## src/mds_pkg.sv

```systemverilog
// Purpose: Constants and types for result readout with shadowing.
// Assumes: Byte-wide register reads driven by a host interface front end.
// Notes: Offsets are byte addresses of the result window.
// Notes on behaviour
// - Results occupy one contiguous address range, start to sixth or eighth byte.
// - Pressure and temperature are unsigned 20 bits; humidity unsigned 16 bits.
// - Measurements complete independently of host readout in normal mode.
// - Results completing during a burst go to shadow, visible unchanged.
// - Burst end moves a pending shadow to visible even after a partial read.
// - Burst end is chip select rising in SPI or stop in I2C.
// - All visible result registers update in the same cycle.
package mds_pkg;
    localparam logic [7:0] MDS_ADDR_FIRST = 8'hF7;
    localparam logic [7:0] MDS_ADDR_LAST_TP = 8'hFC;
    localparam logic [7:0] MDS_ADDR_LAST_TPH = 8'hFE;
    localparam logic [7:0] MDS_READ_IDLE = 8'h00;
    localparam logic [19:0] MDS_RESET_TP = 20'h80000;
    localparam logic [15:0] MDS_RESET_H = 16'h8000;
    typedef struct packed {
        logic [19:0] raw_pressure_value;
        logic [19:0] raw_temperature_value;
        logic [15:0] raw_humidity_value;
    } mds_result_t;
    typedef enum logic [1:0] {
        MDS_IDLE = 2'b00,
        MDS_BURST = 2'b01,
        MDS_PEND = 2'b10
    } mds_state_t;
endpackage : mds_pkg

```

## src/mds_shadow.sv

```systemverilog
// Purpose: Visible result registers with shadowing during host bursts.
// Assumes: Interface front end flags I2C burst start and stop; SPI bursts follow the chip select pin.
// Notes: Only the chip select pin is synchronised here; other inputs and strobes are on sys_clk.
module mds_shadow
    import mds_pkg::*;
(
    // Clock and reset
    input wire logic sys_clk,
    input wire logic rst_b,
    // Measurement side
    input wire logic meas_done,
    input wire mds_pkg::mds_result_t meas_result,
    // Host interface side
    input wire logic spi_mode,
    input wire logic chip_select_low_active,
    input wire logic i2c_burst_start,
    input wire logic i2c_stop_seen,
    input wire logic [7:0] read_addr,
    // Read answer, burst flag and visible results
    output logic [7:0] read_data,
    output logic burst_active,
    output mds_pkg::mds_result_t visible_result
);
    import mds_pkg::*;

    logic cs_meta_q, cs_sync_q, cs_prev_q;
    mds_state_t state_q;
    mds_result_t vis_q, shadow_q;
    logic pend_q, active_q;
    logic [7:0] rdata_q;
    logic cs_rise, cs_fall, burst_end, burst_go, in_burst;

    // Chip select crosses from a pin, so it passes two flops first.
    always_ff @(posedge sys_clk or negedge rst_b) begin
        if (!rst_b) begin
            cs_meta_q <= 1'b1;
            cs_sync_q <= 1'b1;
            cs_prev_q <= 1'b1;
        end else begin
            cs_meta_q <= chip_select_low_active;
            cs_sync_q <= cs_meta_q;
            cs_prev_q <= cs_sync_q;
        end
    end

    assign cs_rise = cs_sync_q & ~cs_prev_q;
    assign cs_fall = ~cs_sync_q & cs_prev_q;
    assign burst_end = spi_mode ? cs_rise : i2c_stop_seen;
    assign burst_go = spi_mode ? cs_fall : i2c_burst_start;
    assign in_burst = (state_q != MDS_IDLE);

    // The burst flag has its own flop so the output carries no decode behind it.
    always_ff @(posedge sys_clk or negedge rst_b) begin
        if (!rst_b) begin
            state_q <= MDS_IDLE;
            active_q <= 1'b0;
        end else begin
            case (state_q)
                MDS_IDLE: begin
                    if (burst_go) begin
                        state_q <= MDS_BURST;
                        active_q <= 1'b1;
                    end
                end
                MDS_BURST: begin
                    if (burst_end) begin
                        state_q <= MDS_IDLE;
                        active_q <= 1'b0;
                    end else if (meas_done) begin
                        state_q <= MDS_PEND;
                    end
                end
                MDS_PEND: begin
                    if (burst_end) begin
                        state_q <= MDS_IDLE;
                        active_q <= 1'b0;
                    end
                end
                default: begin
                    state_q <= MDS_IDLE;
                    active_q <= 1'b0;
                end
            endcase
        end
    end

    // Latest completion overwrites the shadow; the newest one wins.
    always_ff @(posedge sys_clk or negedge rst_b) begin
        if (!rst_b) begin
            shadow_q <= '{MDS_RESET_TP, MDS_RESET_TP, MDS_RESET_H};
            pend_q <= 1'b0;
        end else if (in_burst && meas_done) begin
            shadow_q <= meas_result;
            pend_q <= 1'b1;
        end else if (burst_end || !in_burst) begin
            pend_q <= 1'b0;
        end
    end

    // A completion in the same cycle as burst end is taken directly, so none is lost.
    always_ff @(posedge sys_clk or negedge rst_b) begin
        if (!rst_b) begin
            vis_q <= '{MDS_RESET_TP, MDS_RESET_TP, MDS_RESET_H};
        end else if (!in_burst && meas_done) begin
            vis_q <= meas_result;
        end else if (in_burst && burst_end && meas_done) begin
            vis_q <= meas_result;
        end else if (in_burst && burst_end && pend_q) begin
            vis_q <= shadow_q;
        end
    end

    function automatic logic [7:0] mds_byte(input mds_result_t r, input logic [7:0] a);
        logic [7:0] b;
        b = MDS_READ_IDLE;
        case (a - MDS_ADDR_FIRST)
            8'h00: b = r.raw_pressure_value[19:12];
            8'h01: b = r.raw_pressure_value[11:4];
            8'h02: b = {r.raw_pressure_value[3:0], 4'h0};
            8'h03: b = r.raw_temperature_value[19:12];
            8'h04: b = r.raw_temperature_value[11:4];
            8'h05: b = {r.raw_temperature_value[3:0], 4'h0};
            8'h06: b = r.raw_humidity_value[15:8];
            8'h07: b = r.raw_humidity_value[7:0];
            default: b = MDS_READ_IDLE;
        endcase
        return b;
    endfunction : mds_byte

    always_ff @(posedge sys_clk or negedge rst_b) begin
        if (!rst_b) begin
            rdata_q <= MDS_READ_IDLE;
        end else if (read_addr >= MDS_ADDR_FIRST && read_addr <= MDS_ADDR_LAST_TPH) begin
            rdata_q <= mds_byte(vis_q, read_addr);
        end else begin
            rdata_q <= MDS_READ_IDLE;
        end
    end

    assign read_data = rdata_q;
    assign burst_active = active_q;
    assign visible_result = vis_q;
endmodule : mds_shadow

```

## config.mk

```make
export PLATFORM = sky130hd
export DESIGN_NAME = mds_shadow
export DESIGN_NICKNAME = d
export VERILOG_FILES = /design/src/mds_pkg.sv /design/src/mds_shadow.sv
export SDC_FILE = /design/constraint.sdc
export NUM_CORES = 1
export LEC_CHECK = 0
export ABC_AREA = 1
export BUFFER_PORTS_ARGS = -buffer_cell sky130_fd_sc_hd__buf_2
export CORE_MARGIN = 2
export CORE_UTILIZATION = 54
export CTS_BUF_LIST = sky130_fd_sc_hd__clkbuf_16
export DETAILED_ROUTE_END_ITERATION = 12
export GPL_ROUTABILITY_DRIVEN = 0
export PLACE_DENSITY = 0.89
export RECOVER_POWER = 25
export SYNTH_ARGS = -nofsm -noshare
export SYNTH_HDL_FRONTEND = slang
export SYNTH_SLANG_ARGS = --single-unit
```

## constraint.sdc

```tcl
create_clock -name sys_clk -period 2.1 [get_ports sys_clk]
set_input_delay 0.42 -clock sys_clk [delete_from_list [all_inputs] [get_ports sys_clk]]
set_output_delay 0.42 -clock sys_clk [all_outputs]
set_load 0.02 [all_outputs]
```

## Yosys cells after proc, flatten, opt, wreduce, memory -nomap -nowiden

Index checks and enable logic that the tools add are counted.

- Add/subtract/negate cells: 1
- $lt $le $gt $ge: 2
- Equality and inequality tests: 13
- Muxes and demuxes: 17
- Bitwise gates (word level): 4
- Reduce and logical (&&, ||, !) cells: 16

Operator list:

| cell | number |
|---|---|
| $mux 56 | 3 |
| $pmux 8 s8 | 1 |
| $eq 8x3->1 const B | 4 |
| $eq 8x2->1 const B | 2 |
| $eq 8x1->1 const B | 1 |
| $ge 8x8->1 const B | 1 |
| $le 8x8->1 const B | 1 |
| $logic_not 8->1 | 1 |
| $mux 2 | 4 |
| $mux 8 | 1 |
| $sub 8x8->8 const B | 1 |
| $logic_and 1x1->1 | 6 |
| $mux 1 | 6 |
| $pmux 2 s3 | 1 |
| $ne 2x2->1 const B | 2 |
| $reduce_bool 2->1 | 2 |
| $ne 3x3->1 const B | 1 |
| $reduce_and 3->1 | 1 |
| $reduce_bool 3->1 | 1 |
| $and 1x1->1 | 2 |
| $eq 2x1->1 const B | 1 |
| $eq 2x2->1 const B | 1 |
| $logic_not 2->1 | 1 |
| $ne 2x1->1 const B | 1 |
| other kinds (6) | 7 |

- Bits in registers: 127
- Bits of input ports: 71
- Output and inout bits: 65
- Logic and storage cells: 66

## Logic depth before layout (Yosys ltp)

- Depth in word-level cells: 8
- Mapped depth: 10
- Mapped depth without buffers: 8

## Worst setup path before layout

Ideal clock, no wire load.

- Path kind: register to register
- Start: register state_q[0]
- End: register shadow_q[36] in the netlist's numbering
- Library setup time: 0.125 ns
- Arrival time: 1.497 ns
- Data required time: 1.975 ns
- Path slack: 0.479 ns
- Stages on the path, launching flop included: 8
- Buffers on the path: 2
- Period minus slack after synthesis: 1.621 ns
- Path through: dfrtp_1 > inv_1 > ha_1 > inv_2 > nand2_1 > buf_2 > buf_4 > mux2_2

- Cells in the longest elaborated chain, start to end: 2

Ends and longest elaborated chain:

| element | line | source |
|---|---|---|
| start: declaration | mds_shadow.sv:27 | `mds_state_t state_q;` |
| start signal: assignment | mds_shadow.sv:55 | `state_q <= MDS_IDLE;` |
| start signal: assignment | mds_shadow.sv:61 | `state_q <= MDS_BURST;` |
| start signal: assignment | mds_shadow.sv:67 | `state_q <= MDS_IDLE;` |
| $reduce_bool 2->1 | mds_shadow.sv:50 | `assign in_burst = (state_q != MDS_IDLE);` |
| $logic_and 1x1->1 | mds_shadow.sv:92 | `end else if (in_burst && meas_done) begin` |
| end signal: assignment | mds_shadow.sv:90 | `shadow_q <= '{MDS_RESET_TP, MDS_RESET_TP, MDS_RESET_H};` |
| end signal: assignment | mds_shadow.sv:93 | `shadow_q <= meas_result;` |
| end: declaration | mds_shadow.sv:28 | `mds_result_t vis_q, shadow_q;` |

Every way passes these cells.
A chain may end at the register's enable or synchronous reset.

## Worst setup path in the final report

- Start: register state_q[0]
- End: register shadow_q[8] in the netlist's numbering

The elaborated chain is that of the path after synthesis.

==> results.ini <==
[synthesis]
synth_top_area_share_pct = 49.8
postSynthCellCount = 618
synth-edff-count = 0
postSynthNetCount = 692
synth-xor-area-share_pct = 0
post_synth_instance_area_um2 = 5930
synth_warnings = 0
synth_top_area_cell = dfrtp_1
ys_seq_area_share_pct = 53.8
syn_area_per_cell_um2 = 9.59
async_reset_ff_share_pct = 100
synthAdderAreaFrac_pct = 0.633
yosys-top-cells-area = dfrtp_1 (50%), nand3_1 (13%), nand2_1 (10%)
synthMuxAreaShare_pct = 10.6
synth_top_family_by_area = simple AND/OR/NAND/NOR gates
yosysUniqueCellTypes = 28
synthFlopType = dfrtp_1
synth-simple-area-share_pct = 27.4
synthMostInstantiatedCell = nand2_1
ys_seq_elements = 127
synth-compound-area-share_pct = 1.39
ys_top_cells_by_count = nand2_1 (159), nand3_1 (158), dfrtp_1 (118)

[power_and_ir_drop]
power_density_nw_per_um2 = 1520
combPwrFrac_pct = 32.1
vdd_drop_max_mv = 0.786
sequentialPowerShare_pct = 40.8
cellLeakagePower_nw = 3.72
swShare_pct = 37.3
clockPowerShare_pct = 27.1
intPower_w = 0.00698
p_sw_w = 0.00415

[floorplanning]
fp-row-count = 38
dieArea_um2 = 11800
die_w_um = 109
die_h_um = 109
start_util_pct = 54.9
ios = 136
core-area_um2 = 10800

[finish]
regArea_um2 = 3190
antennaDiodeCount = 0
multi_input_comb_area_um2 = 2400
drive_gt1_share_pct = 30.2
fillers = 797
syn_to_final_growth_pct = 23.2
final_nets = 823

[sta]
finalMaxSlewViolations = 0
slew_headroom_pct = 28.3
period_minus_slack_ps = 1810
rsz0062_at_grt = false
finalHoldViolations = 0
setup_viol = 0
tightest_slew_ps = 1080
whs_ps = 107
clock-skew-final_ps = 7.02
finalCritPeriodShare_pct = 86.2
fmax_ghz = 0.552
fin_tns_setup_ps = 0

[setup_path]
slowest_delay_ps = 390
arrival_ps = 2100
crit_family = buffers and inverters
crit_type = register to register
endpoint_kind = register
path_max_fanout = 24
crit_buf_inv = 3
slowest_stage = dfrtp_1
startpoint_type = register
path_cells = inv_1, ha_1, inv_2, nand2_2, buf_12, mux2_2
required_ps = 2390

[clocking]
cts_buffer_depth = 2
root_buffer = clkbuf_16
cts_tree = yes
cts_resized = 0
cts_sinks = 127
numCtsBuffers = 17
clk_pin_slew_ps = 50
cts_htree_levels = 4
clk_latency_ps = 410

[global_routing]
grt_pass1_wl_mm = 25.5
grt_usage_pct = 28.3
grt_antenna_before_repair = 0
grt_remaining_overflow = 0
grt_max_degree = 78
grt_pass1_vias = 5044

[placement]
dp_hpwl_mm = 10.8
io_buffers = 135

[route]
first_pass_iters = 6
dr.first_iter.drc_count = 571
post_drt_wl_per_cell_um = 17.8
ant_nets = 0
via_per_inst = 5.86
vias = 5285
drt_drc_violations_left = 0
routed_wl_mm = 16.1

[min_path]
hp-class = input pin to register

[status]
status = finished clean

[job]
maxCapViolCount = 0

-- final timing paths --
path | startpoint | to | slack (ps) | cells past startpoint
worst max-delay path | state_q[0]$_DFFE_PN0P_ | shadow_q[8]$_DFFE_PN0P_ | 290 | 6
worst min-delay path | chip_select_low_active | cs_meta_q$_DFF_PN1_ | 110 | 1
worst max register to register | state_q[0]$_DFFE_PN0P_ | shadow_q[8]$_DFFE_PN0P_ | 290 | 6
worst min register to register | cs_meta_q$_DFF_PN1_ | cs_sync_q$_DFF_PN1_ | 360 | 0
max in group asynchronous | rst_b | shadow_q[36]$_DFFE_PN0P_ | 450 | 3
min in group asynchronous | rst_b | cs_meta_q$_DFF_PN1_ | 560 | 2
-- per-stage QoR --
stage	instances	setup WS, ps	area, um^2	total power, W	utilization [%]
after floorplan	618	479	5930	0.00668	-
after global placement	869	248	6710	0.00795	62.2
after detailed placement	869	165	6710	0.00809	62.2
after CTS	902	306	7330	0.0111	67.9
after global routing	902	209	7300	0.0117	67.6
final	902	289	7300	0.0111	67.6
-- power by group through the flow --
stage	Sequential (W)	Clock (W)	Combinational, W
CTS	0.00450	0.00303	0.00359
floorplan	0.00486	0	0.00183
global placement	0.00450	0	0.00345
global route	0.00464	0.00314	0.00390
finish	0.00454	0.00302	0.00357
detailed placement	0.00453	0	0.00356
-- final cells by class --
class	count	share of cell area (%)
inverters	28	1.44
clock buffers	17	5.83
multi-input cells	428	32.8
flip-flops and latches	127	43.7
repair buffers	147	11.3
well taps	140	2.40
clock inverters	15	2.47
-- placed cells by master, fill, tap and decap left out, drive strengths merged --
cell type / n
inv: 32
mux2: 56
o21ai: 7
clkbuf: 19
clkinv: 5
dfstp: 9
bufinv: 4
clkinvlp: 2
nand3: 161
nand3b: 1
buf: 144
dfrtp: 118
dlygate4sd3: 1
ha: 3
o22ai: 2
nor3: 2
nand4: 12
nor2: 19
a21oi: 4
nand2: 161
-- registers in the layout, summed over array words and instances (netlist names) --
signal / cells
cs_prev_q: 1
cs_sync_q: 1
visible_result: 56
read_data: 8
pend_q: 1
burst_active: 1
cs_meta_q: 1
state_q: 2
shadow_q: 56
-- worst register-to-register path, cell delays in order (launching register included) --
cell     delay, ps
dfrtp_1        390
inv_1           90
ha_1           260
inv_2           90
nand2_2        250
buf_12         230
mux2_2         380
-- routing by layer --
layer	wire length [um]	vias to the layer above	global-route usage, %
li1	-	2345	-
met1	6290	2589	36.7
met2	7920	296	46.2
met3	1340	55	6.10
met4	511	0	12.0
met5	0	-	0
-- cells by family (layout without fill, tap and decap cells) --
family | after synthesis | in the layout
AOI/OAI and AO/OA | 13 | 13
adders and majority gates | 3 | 3
buffers and inverters | 63 | 207
DFF | 127 | 127
muxes | 56 | 56
and+or+nand+nor | 356 | 356
-- what timing repair did --
item	in CTS	in global routing
setup buffers	0	0
endpoints found under the hold margin	2	0
hold buffers	1	0
Power figures use the tool's default switching activity.
